**config.mk**
```make
export PLATFORM = sky130hd
export DESIGN_NAME = mbb_top
export DESIGN_NICKNAME = d
export VERILOG_FILES = /design/src/pkg/mbb_pkg.sv /design/src/pkg/mbb_byp_if.sv /design/src/core/mbb_bypass_bank.sv /design/src/core/mbb_top.sv
export SDC_FILE = /design/constraint.sdc
export NUM_CORES = 1
export LEC_CHECK = 0
export ABC_CLOCK_PERIOD_IN_PS = 6400
export BUFFER_PORTS_ARGS = -buffer_cell sky130_fd_sc_hd__buf_2
export CAP_MARGIN = 5
export CORE_ASPECT_RATIO = 0.6
export CORE_MARGIN = 8
export CORE_UTILIZATION = 50
export CTS_CLUSTER_SIZE = 10
export DETAILED_ROUTE_END_ITERATION = 6
export PLACE_DENSITY = 0.8
export REMOVE_ABC_BUFFERS = 1
export SETUP_SLACK_MARGIN = 0.2
export SLEW_MARGIN = 20
export SYNTH_ARGS = -nofsm -noshare
export SYNTH_HDL_FRONTEND = slang
export SYNTH_SLANG_ARGS = --single-unit
```
**constraint.sdc**
```tcl
create_clock -name core_clk -period 6.4 [get_ports core_clk]
set_input_delay 0.32 -clock core_clk [delete_from_list [all_inputs] [get_ports core_clk]]
set_output_delay 0.32 -clock core_clk [all_outputs]
set_load 0.005 [all_outputs]
```
**src/pkg/mbb_pkg.sv**
```systemverilog
// Constants shared by the background generator and its bypass bank.
// Assumes a 25 MHz core clock and a 32-bit APB register port.
package mbb_pkg;
  // Register byte offsets
  localparam logic [7:0] OFF_CTRL = 8'h00;
  localparam logic [7:0] OFF_BG_A = 8'h04;
  localparam logic [7:0] OFF_BG_B = 8'h08;
  localparam logic [7:0] OFF_HOLD = 8'h0c;
  localparam logic [7:0] OFF_STATUS = 8'h10;
  // Control field positions
  localparam int CTRL_START = 0;
  localparam int CTRL_ALT_INV = 1;
  localparam int CTRL_COL_INV = 2;
  localparam int CTRL_BGSEL_LO = 3;
  localparam int CTRL_CUSTOM = 5;
  localparam int CTRL_TWO_CUSTOM = 6;
  localparam int CTRL_HANDSHAKE = 7;
  localparam int CTRL_BYPASS = 8;
  localparam int CTRL_MEM_DIS = 9;
  localparam int CTRL_W = 10;
  // Status field positions
  localparam int STAT_BUSY = 8;
  localparam int STAT_DONE = 9;
  localparam int STAT_FAIL = 10;
  localparam int STAT_PAUSE = 11;
  localparam int STAT_IDX_LO = 12;
  localparam int STAT_ADDR_LO = 16;
  // Reset values
  localparam logic [CTRL_W-1:0] CTRL_RST = 10'h000;
  localparam logic [31:0] HOLD_RST = 32'h00000000;
  // Background selection codes
  localparam logic [1:0] BGSEL_BOTH0 = 2'h0;
  localparam logic [1:0] BGSEL_UNIFORM = 2'h1;
  localparam logic [1:0] BGSEL_CHECKER = 2'h2;
  // Bypass construction kinds
  localparam int BYP_NONE = 0;
  localparam int BYP_WIRE = 1;
  localparam int BYP_REG = 2;
  // Timing: default pause is a least time, so it rounds up
  localparam longint CLK_PERIOD_PS = 40000;
  localparam longint HOLD_DEFAULT_PS = 1000000000;
  localparam logic [31:0] HOLD_DEFAULT_CYC =
    32'((HOLD_DEFAULT_PS + CLK_PERIOD_PS - 1) / CLK_PERIOD_PS);
  // Sequencer states, one-hot
  typedef enum logic [7:0] {
    ST_IDLE = 8'h01,
    ST_WRB = 8'h02,
    ST_P1 = 8'h04,
    ST_RDB = 8'h08,
    ST_WRA = 8'h10,
    ST_P2 = 8'h20,
    ST_RDA = 8'h40,
    ST_DONE = 8'h80
  } mbb_state_t;
endpackage : mbb_pkg

```
**src/pkg/mbb_byp_if.sv**
```systemverilog
// Link between the core and the bypass register bank.
// Assumes both ends run on core_clk.
interface mbb_byp_if #(
  parameter int DW = 8
);
  logic [DW-1:0] merged;
  logic capEn;
  logic [DW-1:0] q;
  modport core (output merged, output capEn, input q);
  modport bank (input merged, input capEn, output q);
endinterface : mbb_byp_if

```
**src/core/mbb_bypass_bank.sv**
```systemverilog
// Bypass observation bank: folds merged memory inputs into shared registers.
// Assumes capEn is a single-cycle strobe from core_clk logic.
module mbb_bypass_bank #(
  parameter int DW = 8,
  parameter int SHARE = 4,
  parameter int KIND = mbb_pkg::BYP_REG
) (
  input wire logic core_clk,
  input wire logic resetn,
  mbb_byp_if.bank byp
);
  localparam int NREG = (DW + SHARE - 1) / SHARE;

  typedef struct packed {
    logic [NREG-1:0] bits;
  } mbb_bank_st_t;

  mbb_bank_st_t r_reg;
  mbb_bank_st_t r_next;

  // Each register holds the parity of the SHARE bits it covers
  always_comb
  begin
    r_next = r_reg;
    if (byp.capEn)
    begin
      for (int i = 0; i < NREG; i++)
      begin
        r_next.bits[i] = 1'b0;
        for (int j = 0; j < SHARE; j++)
        begin
          if (i * SHARE + j < DW)
          begin
            r_next.bits[i] = r_next.bits[i] ^ byp.merged[i * SHARE + j];
          end
        end
      end
    end
  end

  always_ff @(posedge core_clk or negedge resetn)
  begin
    if (!resetn)
      r_reg <= '0;
    else
      r_reg <= r_next;
  end

  // Shared register fans back out to every bit it covers
  always_comb
  begin
    for (int k = 0; k < DW; k++)
    begin
      if (KIND == mbb_pkg::BYP_REG)
        byp.q[k] = r_reg.bits[k / SHARE];
      else
        byp.q[k] = byp.merged[k];
    end
  end
endmodule : mbb_bypass_bank

```
**src/core/mbb_top.sv**
```systemverilog
// Data-background generator, retention pause timer and memory bypass.
// Assumes the RAM and functional logic run on core_clk; APB master drives regs.
// Contract
// Alternate-address inversion: even addresses plain, odd addresses inverted.
// Column inversion flips data every column-mux-ratio addresses.
// Uniform kind with custom value uses that value as sole word.
// Checker with one custom value: value, inverse, 0x5 word, 0xA word.
// Checker with two custom values: first, inverse, second, inverse.
// Hold modes: fixed time, or handshake with the test environment.
// Pause defaults to 1ms; longer configured hold replaces it.
// Sequence: write b down, pause, read b down, write a up, pause, read a up.
// Bypass may be absent, wired or registered; absent means no bypass.
// Bypass merges all memory inputs into the read-data output path.
// With bypass and multiple clocks, scan clock switches to test clock.
// Memory-disable option holds chip select at its inactive level.
// Memory-disable option ties memory clocks low during bypass.
// Registered bypass shares one register among a chosen number of bits.
// Registered bypass may be timed by a dedicated outside input.
// Functional-clock tie, with clock tracing, drives test clock from functional.
// Background select: 00 both, 01 uniform, 10 checker, 11 both.
// Both inversions together combine by exclusive-OR.
// Handshake pause raises a request and resumes on acknowledge.
//
// The register offsets and register access over APB were decided locally.
module mbb_top #(
  parameter int DW = 8,
  parameter int AW = 6,
  parameter int COL_MUX = 4,
  parameter int SHARE = 4,
  parameter int BYPASS_KIND = mbb_pkg::BYP_REG,
  parameter bit CS_ACT_HIGH = 1'b1,
  parameter bit DED_BYP_CLK = 1'b1,
  parameter bit MULTI_CLK = 1'b1,
  parameter bit FUNC_CLK_TIE = 1'b0,
  parameter bit CLOCK_TRACE = 1'b1,
  parameter logic [31:0] HOLD_CYCLES = mbb_pkg::HOLD_DEFAULT_CYC
) (
  input wire logic core_clk,
  input wire logic resetn,
  input wire logic psel,
  input wire logic penable,
  input wire logic pwrite,
  input wire logic [7:0] paddr,
  input wire logic [31:0] pwdata,
  output logic [31:0] prdata,
  output logic pready,
  output logic pslverr,
  input wire logic [AW-1:0] funcAddr,
  input wire logic [DW-1:0] funcWData,
  input wire logic funcWe,
  input wire logic funcCs,
  output logic [DW-1:0] funcRData,
  output logic [AW-1:0] memAddr,
  output logic [DW-1:0] memWData,
  output logic memWe,
  output logic memCs,
  input wire logic [DW-1:0] memRData,
  output logic memClkTieLow,
  output logic memClkUseTest,
  output logic testClkFromFunc,
  output logic scanClkToTest,
  output logic pauseReq,
  input wire logic pauseAck,
  input wire logic bypassTiming
);
  localparam int CIC_BIT = $clog2(COL_MUX);
  localparam logic [AW-1:0] ADDR_MAX = '1;
  localparam logic [DW-1:0] CHK5 = {(DW / 2){2'b01}};
  localparam logic [DW-1:0] CHKA = {(DW / 2){2'b10}};
  localparam bit BYP_PRESENT = (BYPASS_KIND != mbb_pkg::BYP_NONE);

  typedef struct packed {
    mbb_pkg::mbb_state_t st;
    logic [mbb_pkg::CTRL_W-1:0] ctrl;
    logic [DW-1:0] bgA;
    logic [DW-1:0] bgB;
    logic [31:0] holdCfg;
    logic [31:0] cnt;
    logic [AW-1:0] addr;
    logic [2:0] bgIdx;
    logic done;
    logic fail;
    logic rdPend;
    logic [DW-1:0] expData;
    logic ackS1;
    logic ackS2;
    logic bckS1;
    logic bckS2;
    logic bckPrev;
    logic [AW-1:0] memAddr;
    logic [DW-1:0] memWData;
    logic memWe;
    logic memCs;
    logic [DW-1:0] funcRData;
    logic pauseReq;
    logic clkTie0;
    logic clkTest;
    logic clkFunc;
    logic scanToTest;
    logic [31:0] prdata;
    logic pready;
    logic pslverr;
  } mbb_top_st_t;

  mbb_top_st_t r_reg;
  mbb_top_st_t r_next;

  mbb_byp_if #(.DW(DW)) bypLink ();

  mbb_bypass_bank #(
    .DW(DW),
    .SHARE(SHARE),
    .KIND(BYPASS_KIND)
  ) u_bank (
    .core_clk(core_clk),
    .resetn(resetn),
    .byp(bypLink.bank)
  );

  // Number of background words the selection and custom options produce
  function automatic logic [2:0] bgCount(input logic [mbb_pkg::CTRL_W-1:0] c);
    logic [2:0] ck;
    ck = c[mbb_pkg::CTRL_CUSTOM] ? 3'h4 : 3'h2;
    case (c[mbb_pkg::CTRL_BGSEL_LO +: 2])
      mbb_pkg::BGSEL_UNIFORM: bgCount = 3'h1;
      mbb_pkg::BGSEL_CHECKER: bgCount = ck;
      default: bgCount = ck + 3'h1;
    endcase
  endfunction : bgCount

  // Background word k of the selected list, before address inversion
  function automatic logic [DW-1:0] bgWord(input logic [mbb_pkg::CTRL_W-1:0] c,
                                           input logic [DW-1:0] a,
                                           input logic [DW-1:0] b,
                                           input logic [2:0] k);
    logic hasUni;
    logic [2:0] j;
    logic two;
    hasUni = (c[mbb_pkg::CTRL_BGSEL_LO +: 2] != mbb_pkg::BGSEL_CHECKER);
    j = k - {2'h0, hasUni};
    two = c[mbb_pkg::CTRL_TWO_CUSTOM];
    if (hasUni && k == 3'h0)
      bgWord = c[mbb_pkg::CTRL_CUSTOM] ? a : '0;
    else if (!c[mbb_pkg::CTRL_CUSTOM])
      bgWord = (j == 3'h0) ? CHK5 : CHKA;
    else
    begin
      case (j)
        3'h0: bgWord = a;
        3'h1: bgWord = ~a;
        3'h2: bgWord = two ? b : CHK5;
        default: bgWord = two ? ~b : CHKA;
      endcase
    end
  endfunction : bgWord

  // Address-dependent inversion applied to the current word
  function automatic logic [DW-1:0] applyInv(input logic [mbb_pkg::CTRL_W-1:0] c,
                                             input logic [DW-1:0] w,
                                             input logic [AW-1:0] ad);
    logic inv;
    inv = (c[mbb_pkg::CTRL_ALT_INV] & ad[0])
        ^ (c[mbb_pkg::CTRL_COL_INV] & ad[CIC_BIT]);
    applyInv = inv ? ~w : w;
  endfunction : applyInv

  logic [DW-1:0] curWord;
  logic [31:0] holdLen;
  logic testRun;
  logic bypassOn;
  logic [DW-1:0] addrFold;

  // Address inputs folded down to data width for the merged scan observation view
  always_comb
  begin
    addrFold = '0;
    for (int i = 0; i < AW; i++)
    begin
      addrFold[i % DW] = addrFold[i % DW] ^ funcAddr[i];
    end
  end

  assign curWord = applyInv(r_reg.ctrl, bgWord(r_reg.ctrl, r_reg.bgA, r_reg.bgB,
                            r_reg.bgIdx), r_reg.addr);
  // Longer configured hold overrides the default pause
  assign holdLen = (r_reg.holdCfg > HOLD_CYCLES) ? r_reg.holdCfg : HOLD_CYCLES;
  assign testRun = (r_reg.st != mbb_pkg::ST_IDLE);
  assign bypassOn = BYP_PRESENT && r_reg.ctrl[mbb_pkg::CTRL_BYPASS] && !testRun;
  assign bypLink.merged = funcWData ^ addrFold ^ {DW{funcWe}} ^ {DW{funcCs}};
  // Dedicated timing input strobes capture on its rising edge only
  assign bypLink.capEn = DED_BYP_CLK ? (r_reg.bckS2 & ~r_reg.bckPrev) : 1'b1;

  // Next-state logic: APB slave, retention sequencer and memory drive
  always_comb
  begin
    logic wrAcc;
    logic startReq;
    wrAcc = psel & penable & r_reg.pready & pwrite;
    startReq = 1'b0;
    r_next = r_reg;
    r_next.ackS1 = pauseAck;
    r_next.ackS2 = r_reg.ackS1;
    r_next.bckS1 = bypassTiming;
    r_next.bckS2 = r_reg.bckS1;
    r_next.bckPrev = r_reg.bckS2;
    r_next.rdPend = 1'b0;
    // One wait state lets read data come from a flop
    r_next.pready = psel & penable & ~r_reg.pready;
    if (psel && penable && !r_reg.pready)
    begin
      r_next.pslverr = 1'b0;
      r_next.prdata = '0;
      if (paddr == mbb_pkg::OFF_CTRL)
        r_next.prdata[mbb_pkg::CTRL_W-1:0] = r_reg.ctrl;
      else if (paddr == mbb_pkg::OFF_BG_A)
        r_next.prdata[DW-1:0] = r_reg.bgA;
      else if (paddr == mbb_pkg::OFF_BG_B)
        r_next.prdata[DW-1:0] = r_reg.bgB;
      else if (paddr == mbb_pkg::OFF_HOLD)
        r_next.prdata = r_reg.holdCfg;
      else if (paddr == mbb_pkg::OFF_STATUS)
      begin
        r_next.prdata[7:0] = r_reg.st;
        r_next.prdata[mbb_pkg::STAT_BUSY] = testRun;
        r_next.prdata[mbb_pkg::STAT_DONE] = r_reg.done;
        r_next.prdata[mbb_pkg::STAT_FAIL] = r_reg.fail;
        r_next.prdata[mbb_pkg::STAT_PAUSE] = r_reg.pauseReq;
        r_next.prdata[mbb_pkg::STAT_IDX_LO +: 3] = r_reg.bgIdx;
        r_next.prdata[mbb_pkg::STAT_ADDR_LO +: AW] = r_reg.addr;
      end
      else
        r_next.pslverr = 1'b1;
    end
    if (wrAcc)
    begin
      if (paddr == mbb_pkg::OFF_CTRL)
      begin
        r_next.ctrl = pwdata[mbb_pkg::CTRL_W-1:0];
        r_next.ctrl[mbb_pkg::CTRL_START] = 1'b0;
        startReq = pwdata[mbb_pkg::CTRL_START] && !testRun;
      end
      else if (paddr == mbb_pkg::OFF_BG_A)
        r_next.bgA = pwdata[DW-1:0];
      else if (paddr == mbb_pkg::OFF_BG_B)
        r_next.bgB = pwdata[DW-1:0];
      else if (paddr == mbb_pkg::OFF_HOLD)
        r_next.holdCfg = pwdata;
    end
    // Default memory drive: idle chip select, no write
    r_next.memWe = 1'b0;
    r_next.memCs = ~CS_ACT_HIGH;
    case (r_reg.st)
      mbb_pkg::ST_IDLE:
      begin
        if (startReq)
        begin
          r_next.done = 1'b0;
          r_next.fail = 1'b0;
          r_next.bgIdx = '0;
          r_next.addr = ADDR_MAX;
          r_next.st = mbb_pkg::ST_WRB;
        end
      end
      mbb_pkg::ST_WRB, mbb_pkg::ST_WRA, mbb_pkg::ST_RDB, mbb_pkg::ST_RDA:
      begin
        // b is the inverse background; b elements walk downward
        r_next.memCs = CS_ACT_HIGH;
        r_next.memAddr = r_reg.addr;
        r_next.memWe = (r_reg.st == mbb_pkg::ST_WRB) || (r_reg.st == mbb_pkg::ST_WRA);
        r_next.memWData = (r_reg.st == mbb_pkg::ST_WRB) ? ~curWord : curWord;
        r_next.expData = (r_reg.st == mbb_pkg::ST_RDB) ? ~curWord : curWord;
        r_next.rdPend = (r_reg.st == mbb_pkg::ST_RDB) || (r_reg.st == mbb_pkg::ST_RDA);
        r_next.cnt = '0;
        if (r_reg.st == mbb_pkg::ST_WRB || r_reg.st == mbb_pkg::ST_RDB)
        begin
          r_next.addr = r_reg.addr - 1'b1;
          if (r_reg.addr == '0)
          begin
            r_next.addr = '0;
            r_next.st = (r_reg.st == mbb_pkg::ST_WRB) ? mbb_pkg::ST_P1
                      : mbb_pkg::ST_WRA;
          end
        end
        else
        begin
          r_next.addr = r_reg.addr + 1'b1;
          if (r_reg.addr == ADDR_MAX)
          begin
            r_next.addr = '0;
            if (r_reg.st == mbb_pkg::ST_WRA)
              r_next.st = mbb_pkg::ST_P2;
            else if (r_reg.bgIdx == bgCount(r_reg.ctrl) - 3'h1)
              r_next.st = mbb_pkg::ST_DONE;
            else
            begin
              r_next.bgIdx = r_reg.bgIdx + 3'h1;
              r_next.addr = ADDR_MAX;
              r_next.st = mbb_pkg::ST_WRB;
            end
          end
        end
      end
      mbb_pkg::ST_P1, mbb_pkg::ST_P2:
      begin
        // Memory idles with chip select off during the pause
        if (r_reg.ctrl[mbb_pkg::CTRL_HANDSHAKE])
        begin
          r_next.pauseReq = ~r_reg.ackS2;
          if (r_reg.pauseReq && r_reg.ackS2)
          begin
            r_next.pauseReq = 1'b0;
            r_next.st = (r_reg.st == mbb_pkg::ST_P1) ? mbb_pkg::ST_RDB : mbb_pkg::ST_RDA;
            r_next.addr = (r_reg.st == mbb_pkg::ST_P1) ? ADDR_MAX : '0;
          end
        end
        else
        begin
          r_next.cnt = r_reg.cnt + 32'h1;
          if (r_reg.cnt >= holdLen - 32'h1)
          begin
            r_next.st = (r_reg.st == mbb_pkg::ST_P1) ? mbb_pkg::ST_RDB : mbb_pkg::ST_RDA;
            r_next.addr = (r_reg.st == mbb_pkg::ST_P1) ? ADDR_MAX : '0;
          end
        end
      end
      default:
      begin
        r_next.done = 1'b1;
        r_next.st = mbb_pkg::ST_IDLE;
      end
    endcase
    // Mismatch on read data one cycle after the read
    if (r_reg.rdPend && memRData != r_reg.expData)
      r_next.fail = 1'b1;
    // Functional and bypass traffic when no test runs
    if (!testRun && r_next.st == mbb_pkg::ST_IDLE)
    begin
      r_next.memAddr = funcAddr;
      r_next.memWData = funcWData;
      r_next.memWe = funcWe && !bypassOn;
      r_next.memCs = funcCs;
      if (bypassOn && r_reg.ctrl[mbb_pkg::CTRL_MEM_DIS])
      begin
        r_next.memCs = ~CS_ACT_HIGH;
        r_next.memWe = 1'b0;
      end
    end
    r_next.funcRData = bypassOn ? bypLink.q : memRData;
    r_next.clkTie0 = bypassOn && r_reg.ctrl[mbb_pkg::CTRL_MEM_DIS];
    r_next.scanToTest = bypassOn && MULTI_CLK;
    r_next.clkFunc = FUNC_CLK_TIE && CLOCK_TRACE;
    r_next.clkTest = testRun || (bypassOn && MULTI_CLK);
  end

  // Register the whole state; all outputs come from these flops
  always_ff @(posedge core_clk or negedge resetn)
  begin
    if (!resetn)
    begin
      r_reg <= '0;
      r_reg.st <= mbb_pkg::ST_IDLE;
      r_reg.ctrl <= mbb_pkg::CTRL_RST;
      r_reg.holdCfg <= mbb_pkg::HOLD_RST;
      r_reg.memCs <= ~CS_ACT_HIGH;
    end
    else
      r_reg <= r_next;
  end

  assign prdata = r_reg.prdata;
  assign pready = r_reg.pready;
  assign pslverr = r_reg.pslverr;
  assign funcRData = r_reg.funcRData;
  assign memAddr = r_reg.memAddr;
  assign memWData = r_reg.memWData;
  assign memWe = r_reg.memWe;
  assign memCs = r_reg.memCs;
  assign memClkTieLow = r_reg.clkTie0;
  assign memClkUseTest = r_reg.clkTest;
  assign testClkFromFunc = r_reg.clkFunc;
  assign scanClkToTest = r_reg.scanToTest;
  assign pauseReq = r_reg.pauseReq;
endmodule : mbb_top

```
==> After elaboration in Yosys (flattened, before gate mapping) <==
Index checks and enable logic that the tools add are counted.
{ "classes": {"reduce_logical": 40, "n_eq_ne": 29, "n_addsub": 8, "order_cmp": 2, "mux": 78, "bitwise": 28} }
{ "ops": {"columns": ["operator", "count"], "rows": [
  ["$mux W8", 21],
  ["$mux W32", 2],
  ["$pmux W32 S2", 1],
  ["$mux W24", 2],
  ["$mux W6", 8],
  ["$pmux W8 S3", 2],
  ["$mux W9", 4],
  ["$add A32 B1 Y32 const B", 1],
  ["$ge A32 B32 Y1", 1],
  ["$gt A32 B15 Y1 const B", 1],
  ["$mux W16", 2],
  ["$not A8 Y8", 4],
  ["$sub A32 B1 Y32 const B", 1],
  ["$mux W15", 2],
  ["$eq A8 B4 Y1 const B", 3],
  ["$mux W22", 1],
  ["$mux W10", 2],
  ["$mux W3", 6],
  ["$pmux W6 S3", 1],
  ["$mux W1", 17],
  ["$eq A8 B1 Y1 const B", 2],
  ["$eq A8 B3 Y1 const B", 2],
  ["$eq A8 B5 Y1 const B", 2],
  ["$xor A8 B8 Y8", 2],
  ["other kinds (44)", 95]
]} }
{ "word_totals": {"inputBits": 71, "elab_cells": 215, "output_inout_bits": 63, "reg_bits": 186} }

==> Depth between registers and ports, before layout <==
Gate-level depths: netlist of the first run.
{ "depth": {"word_depth": 17, "mapped_depth": 24, "ltp_nobuf": 21} }

==> Hierarchy <==
Synthesis of the first run repeated with hierarchy kept, for this count alone.
{ "hier_totals": {"cells_unflattened": 1225, "area_unflattened_um2": 11463.5} }
{ "by_module_without_submodules": {"columns": ["module", "cells_each", "area_each_um2", "n_inst", "seq_area_each_um2"], "rows": [
  ["mbb_top", 1207, 11298.3, 1, 4605.7],
  ["mbb_bypass_bank", 18, 165.2, 1, 50.0]
]} }

==> Least setup slack after synthesis of the first run <==
No wires, ideal clock.
{ "synth_path": {"path_type": "register to register", "startpoint": "register r_reg[138] (netlist name)", "endpoint": "register r_reg[82] (netlist name)", "arrival_ps": 6402, "stages_incl_launch_ff": 25, "n_path_buf": 3, "path_slack_ps": -127, "period_less_slack_ps": 6527, "required_time_ps": 6275, "setup_time_ps": 125, "path_cell_list": "dfrtp_1 or4_4 or3_4 or4b_4 buf_6 or4_4 buf_6 a31o_4 buf_6 nand2_1 ha_1 nor3b_1 nand2_1 nor4_1 nand3_2 nor3_1 xnor2_1 ha_1 nand4_1 nor4_1 o21ai_0 a31oi_1 nor2_1 a21oi_1 mux2_2"} }
{ "synth_via": {"elab_chain_len": 6} }
{ "synth_lines": {"columns": ["element", "line", "rtl"], "rows": [
  ["from (decl)", "mbb_top.sv:105", "mbb_top_st_t r_reg;"],
  ["from (signal assigned)", "mbb_top.sv:367", "r_reg <= r_next;"],
  ["$gt A32 B15 Y1", "mbb_top.sv:186", "assign holdLen = (r_reg.holdCfg > HOLD_CYCLES) ? r_reg.holdCfg : HOLD_CYCLES;"],
  ["$mux W32 (*)", "mbb_top.sv:186", null],
  ["$sub A32 B1 Y32 (*)", "mbb_top.sv:319", "if (r_reg.cnt >= holdLen - 32'h1)"],
  ["$ge A32 B32 Y1 (*)", "mbb_top.sv:319", null],
  ["$ne A3 B3 Y1 (no source line) (*)", null, null],
  ["$reduce_and A4 Y1 (no source line) (*)", null, null]
]} }
Mark *: on every way between the ends. The rest lies on a longest branch, timed or not.
A chain may end at the register's enable or synchronous reset.

==> Final worst setup path of the first run <==
{ "layout_path": {"startpoint": "register r_reg[138] (netlist name)", "endpoint": "register r_reg[84] (netlist name)"} }
The elaborated chain is that of the path after synthesis.

==> results of run 1 <==
critical path, stage by stage (launching register included):
cell and delay (ps):
dfrtp_1 420, or4_4 570, or3_4 360, or4b_4 490, or4_4 490, a31o_4 240, nand2_1 90, ha_2 210
nor3b_4 220, nand2_2 120, nor4_4 220, buf_4 190, nand3_4 160, buf_6 200, nor3_2 120, xnor2_1 100
ha_1 280, nand2_1 70, nor4_2 320, o21ai_1 130, a31oi_2 220, nor2_2 90, a21oi_2 120, buf_4 160
mux2_2 340
metrics by stage:
step | power [µW] | util [%] | hold WS, ps | worst slack [ps]
after floorplan | 1390 | - | 24.4 | 87.9
after global placement | 1510 | 52.9 | 337 | 302
after detailed placement | 1520 | 52.9 | 336 | 14.0
after CTS | 2750 | 56.1 | 54.3 | 251
after global routing | 2840 | 56.6 | 72.8 | 121
final | 2750 | 56.6 | -13.9 | 358
metal layers:
| layer | global-route usage, % | vias to the layer above | wire (µm) |
|---|---|---|---|
| li1 | - | 4493 | - |
| met1 | 34.3 | 4816 | 14900 |
| met2 | 33.7 | 534 | 14300 |
| met3 | 8.19 | 45 | 4070 |
| met4 | 6.19 | 4 | 558 |
| met5 | 0 | - | 22 |
final cells by class:
cell class | count | area [µm²]
timing repair buffer | 160 | 888
multi-input combinational | 910 | 6240
fill | 1979 | 9910
tap | 315 | 394
sequential | 186 | 4660
inverter | 27 | 101
clock inverter | 12 | 233
clock buffer | 18 | 439
power by group through the flow:
stage | Combinational (µW) | Clock [µW] | Sequential [µW]
3_5_place_dp | 274 | 0 | 1250
6_report | 288 | 1240 | 1230
5_1_grt | 319 | 1290 | 1230
3_3_place_gp | 266 | 0 | 1250
2_1_floorplan | 151 | 0 | 1240
4_1_cts | 279 | 1250 | 1230
cell usage after synthesis, types with 4 or more instances:
| cell | number |
|---|---|
| ha_1 | 42 |
| nand3b_1 | 5 |
| nor4_1 | 16 |
| a21oi_1 | 47 |
| or4_1 | 8 |
| o31ai_1 | 5 |
| and2_1 | 6 |
| dfrtp_1 | 185 |
| nand3_1 | 38 |
| xor2_1 | 23 |
| xnor2_1 | 63 |
| a21o_1 | 6 |
| o211ai_1 | 4 |
| a31oi_1 | 6 |
| a21boi_0 | 4 |
| nor3_1 | 33 |
| a22o_1 | 4 |
| a32o_1 | 5 |
| inv_1 | 26 |
| mux2_2 | 72 |
| o21a_1 | 4 |
| clkbuf_1 | 49 |
| nand4_1 | 17 |
| buf_1 | 12 |
| buf_4 | 55 |
| nand2b_1 | 13 |
| a221oi_1 | 4 |
| or2_2 | 5 |
| nor3b_1 | 7 |
| a221o_1 | 8 |
| a22oi_1 | 5 |
| o221ai_1 | 6 |
| o21ai_0 | 89 |
| a211oi_1 | 6 |
| and3_1 | 12 |
| nor2b_1 | 9 |
| or3_1 | 15 |
| nand2_1 | 152 |
| mux2i_1 | 24 |
| nor2_1 | 86 |
| o211a_1 | 4 |
final timing paths:
check	from	depth (start not counted)	slack [ps]	endpoint
worst max-delay path	r_reg[138]	24	360	r_reg[84]
worst min-delay path	resetn	1	-10	prdata[28]
worst max register to register	r_reg[138]	24	360	r_reg[84]
worst min register to register	r_next[66]	0	360	r_reg[66]
max in group asynchronous	resetn	2	4890	r_reg[155]
min in group core_clk	pwdata[11]	2	110	r_reg[131]
cells by family after synthesis:
group / synth area share, %
and+or+nand+nor: 19.4
AOI/OAI and AO/OA: 13.3
DFF: 40.4
buffers and inverters: 6.74
muxes: 9.12
xor gates and xnor gates: 6.53
adders and majority gates: 4.56
other: 0.0325
what timing repair did:
action                     4_1_cts  5_1_grt
setup buffers                    1        4
pin swaps                        0        5
hold endpoints to repair         2        0
hold buffers                     2        0
resized for setup                7       22
setup endpoints to repair        6       10
layout by cell type, fill, tap and decap left out, types with 8 or more instances in the layout:
cell / n
nand2b_1: 13
dfrtp_1: 185
nand4_1: 17
and3_1: 12
nor3_1: 28
clkbuf_16: 17
buf_2: 131
inv_1: 26
mux2i_1: 24
xnor2_1: 63
o21ai_0: 85
or4_1: 8
buf_4: 25
a21oi_1: 46
nand2_1: 151
nand3_1: 38
nor2b_1: 9
a221o_1: 8
xor2_1: 23
nor2_1: 85
mux2_2: 72
or3_1: 15
ha_1: 41
nor4_1: 12
==> run_results.csv, run 1 <==
group,metric,value,unit
outcome,status,"complete, but fails checks",
outcome,violations,"design-rule violations, negative hold slack",
clock_tree,clk_latency,440,ps
setup_path,worst_setup_path_start_kind,"flop",
yosys,yosysTopAreaCellShare,40.2,%
sta,tightest_slew,999,ps
min_path,hold_path_class,"input port to asynchronous set/reset pin",
clock_tree,cts-buffers-inserted,17,
drt,dr.pass1.iters,7,
power_and_ir_drop,switching_power,690,µW
drt,drt-total-wl,33.9,mm
global_routing,antenna_found_initial,2,
drt,drtIter0Drc,1183,
floorplanning,rows,43,
power_and_ir_drop,leakagePower,0.00615,µW
setup_path,worstSetupPathType,"flop to flop",
power_and_ir_drop,intPower,2060,µW
yosys,syn_area,11500,µm²
power_and_ir_drop,ir_drop,0.000173,V
cells_and_area,drive_gt1_share,23.2,%
placement,place_inst,1591,
clock_tree,cts_tree,"done",
yosys,ys_seq_area_share,40.4,%
cells_and_area,largest_reg_flops,119,
drt,ant_nets,0,
floorplanning,dieArea,28300,µm²
floorplanning,die_h,134,µm
yosys,netlist_instances,1242,
power_and_ir_drop,p_comb_share,10.5,%
yosys,synth_area_leader_cell,"dfrtp_1",
floorplanning,start_util,50.4,%
power_and_ir_drop,clkPwrFrac,44.9,%
setup_path,crit_path_end_kind,"flop",
setup_path,worstPathArrival,6360,ps
yosys,syn-mean-instance-area,9.28,µm²
drt,viasPerCell,6.08,
yosys,synth.distinct_cells,81,
power_and_ir_drop,seqPwrFrac,44.6,%
yosys,synth_area_leaders,"dfrtp_1, mux2_2, nand2_1, xnor2_1, ha_1",
power_and_ir_drop,powerDensity,213,nW/µm²
setup_path,critical_path_required,6720,ps
sta,slew_violations,0,
floorplanning,fp.dieW,212,µm
sta,final_hold_viol_count,4,
sta,whs,-13.9,ps
cells_and_area,syn_to_final_growth,12.4,%
yosys,synth_edf_count,0,
clock_tree,cts_buffer_depth,2,
drt,num_vias,9892,
placement,routabilityCongestion,0.940,
clock_tree,numClockSinks,186,
run,cap_violations,0,
sta,min_period,6040,ps
drt,wl_per_cell,20.8,µm
yosys,synth_seq_cells,186,
placement,dp_hpwl,24.5,mm
yosys,synthArstFlopShare,100,%
global_routing,grt_use_total,23.9,%
sta,final-setup-viol-count,0,
cells_and_area,antenna-diode-count,0,
yosys,ys_warn_count,0,
sta,fin_crit_sh,94.4,%
clock_tree,cts_root_buf,"clkbuf_16",
sta,tns,0,ps
global_routing,first_global_vias,9605,
placement,dpl_cell_area,12100,µm²
global_routing,overflow,0,
sta,rsz0062_at_grt,"false",
global_routing,grt_max_degree,118,
floorplanning,ioPinCount,134,
setup_path,cp_max_fo,7,
sta,skew,11.4,ps
cells_and_area,stdcell_count,1628,
cells_and_area,nNetsFinal,1415,
global_routing,grt_pass1_wl,53.6,mm
cells_and_area,fin_area,13000,µm²
clock_tree,h-tree-depth,4,
power_and_ir_drop,p_sw_share,25.1,%
sta,slew_headroom,33.4,%
yosys,ys.flop_type,"dfrtp_1",
placement,portBuffers,132,
drt,drc,3,
clock_tree,clkTransAtPathRegs,70,ps
sta,fmax,165,MHz
floorplanning,core-area,22900,µm²
No activity file was read; power rests on OpenSTA's default activity.
==> inputs of run 2 (changes only) <==
- CELL_PAD_IN_SITES_DETAIL_PLACEMENT: not set -> 0
- CELL_PAD_IN_SITES_GLOBAL_PLACEMENT: not set -> 2
- CORE_UTILIZATION: 50 -> 33
- PLACE_DENSITY: 0.8 -> 0.83
==> run 2 against run 1 <==
- the run ends with negative hold slack left
- critical endpoint unchanged
- cell count grew 9.5%
- sequential power hardly changed
- first-iteration DRC count shrank 33%
- worst hold slack got worse by 14 ps
- sequential share of layout area decreased by 0.17 points
- highest routed layer unchanged
==> run_results.csv, run 2 (synthesis results as in run 1) <==
group,metric,value,unit
outcome,status,"complete, but fails checks",
outcome,violations,"negative hold slack",
clock_tree,cts-buffers-inserted,17,
setup_path,worstReg2RegEnd,"r_reg[84]",
clock_tree,h-tree-depth,4,
setup_path,cp_max_fo,7,
cells_and_area,drive_gt1_share,23.0,%
sta,skew,12.9,ps
cells_and_area,final_common_cell,"dfrtp_1",
clock_tree,cts_buffer_depth,2,
setup_path,critPathMaxStageDelay,560,ps
global_routing,antenna_found_initial,0,
power_and_ir_drop,leakagePower,0.00609,µW
global_routing,grt_use_total,17.4,%
setup_path,critical_path.slowest_cell,"or4_4",
setup_path,r2r_slack,460,ps
drt,viasPerCell,5.38,
drt,drt-total-wl,36.5,mm
drt,dr.pass1.iters,5,
global_routing,first_global_vias,9204,
setup_path,rr_worst_depth,24,
placement,dp_hpwl,27.1,mm
placement,place_inst,1742,
global_routing,grt_max_degree,118,
setup_path,critical_path_required,6750,ps
sta,fmax,168,MHz
clock_tree,cts_root_buf,"clkbuf_16",
global_routing,overflow,0,
min_path,hold_path_class,"input port to asynchronous set/reset pin",
cells_and_area,utilization,37.5,%
placement,portBuffers,132,
setup_path,reg2reg_from,"r_reg[138]",
cells_and_area,stdcell_count,1782,
power_and_ir_drop,powerDensity,200,nW/µm²
cells_and_area,antenna-diode-count,0,
clock_tree,cts_tree,"done",
setup_path,worst_setup_path_start_kind,"flop",
sta,tns,0,ps
drt,routed-wl-met3,2.45,mm
drt,top_layer,"met5",
sta,slew_violations,0,
sta,final_hold_viol_count,18,
cells_and_area,nNetsFinal,1415,
floorplanning,start_util,33.2,%
drt,drc,0,
sta,rsz0062_at_grt,"false",
drt,num_vias,9588,
setup_path,worstSetupPathType,"flop to flop",
sta,whs,-27.9,ps
global_routing,grt_pass1_wl,56.5,mm
setup_path,worstPathArrival,6290,ps
floorplanning,fp.dieW,257,µm
floorplanning,ioPinCount,134,
cells_and_area,largest_reg_flops,119,
clock_tree,clkTransAtPathRegs,80,ps
sta,tightest_slew,1020,ps
drt,drtIter0Drc,790,
drt,wl_met1,18.9,mm
clock_tree,clk_latency,460,ps
floorplanning,die_h,161,µm
cells_and_area,mostFrequentLayoutCells,"dfrtp_1, nand2_1, buf_2",
run,cap_violations,0,
drt,routed-wl-met2,14.8,mm
sta,final-setup-viol-count,0,
power_and_ir_drop,total_power,2600,µW
setup_path,crit_path_end_kind,"flop",
clock_tree,numClockSinks,186,
placement,routabilityCongestion,0.888,
sta,slew_headroom,30.9,%
floorplanning,core-area,34700,µm²
power_and_ir_drop,ir_drop,0.000192,V
floorplanning,rows,53,
sta,min_period,5940,ps
cells_and_area,syn_to_final_growth,12.9,%
drt,wl_per_cell,20.5,µm
setup_path,path_cells,"or4_4 > or3_4 > or4b_4 > or4_4 > a31o_4 > nand2_1 > ha_2 > nor3b_4 > nand2_2 > nor4_2 > buf_4 > nand3_4 > buf_6 > nor3_2 > xnor2_1 > ha_1 > nand2_1 > nor4_2 > o21ai_1 > a31oi_2 > nor2_2 > a21oi_2 > buf_4 > mux2_2",
floorplanning,dieArea,41400,µm²
sta,fin_crit_sh,92.9,%
drt,ant_nets,0,
[run 2: cell count changes in the layout (fill, tap and decap cells not counted), moves of 2 or more]
cell / before / now
clkbuf_1: 0 / 3
inv_8: 0 / 3
nor4_2: 2 / 6
bufinv_16: 6 / 1
clkinvlp_4: 0 / 2
nor4_4: 3 / 0
[run 2: routing by layer]
layer  up-vias  global-route usage [%]
li1       4481                       -
met1      4754                    26.8
met2       315                    23.7
met3        36                    4.25
met4         2                    3.77
met5         -                   0.603
[run 2: worst max-delay path by stage]
stage | from | endpoint | slack [ps]
detailed placement | r_reg[138] | r_reg[84] | -80
finish | r_reg[138] | r_reg[84] | 460
floorplan | r_reg[138] | r_reg[82] | 90
global placement | r_reg[138] | r_reg[86] | 140
CTS | r_reg[138] | r_reg[84] | 220
global route | r_reg[138] | r_reg[84] | 220
[run 2: final cells by class]
type / count / area, µm²
clock buffers: 20 / 437
well taps: 467 / 584
inverters: 27 / 101
multi-input cells: 910 / 6220
repair buffers: 160 / 888
flip-flops and latches: 186 / 4660
fillers: 3531 / 21700
clock inverters: 12 / 131
[run 2: power by group]
| group | switching, µW | internal (µW) |
|---|---|---|
| Combinational | 174 | 118 |
| Sequential | 29.1 | 1200 |
| Clock | 534 | 551 |
[run 2: through the flow]
stage	cell area (µm²)	hold WS, ps	worst slack, ps
2_1_floorplan	10900	24.4	87.9
3_5_place_dp	12300	336	-80.9
4_1_cts	12900	47.8	221
6_report	13000	-27.9	457
5_1_grt	13000	83.6	216
3_3_place_gp	12300	335	145
[run 2: worst max-delay path, delay by kind of cell (launching register included)]
family | cells | cell delay [ps]
simple gates | 13 | 3230
compound gates | 4 | 770
buf+inv | 3 | 540
fa+ha+maj | 2 | 480
flops | 1 | 380
mux | 1 | 340
xor+xnor | 1 | 100
[run 2: timing repair]
action | 4_1_cts | 5_1_grt
pin swaps | 2 | 4
hold buffers | 2 | 0
setup buffers | 1 | 5
gates resized for setup | 7 | 16
hold endpoints to repair | 2 | 0
endpoints found under the setup margin | 10 | 10
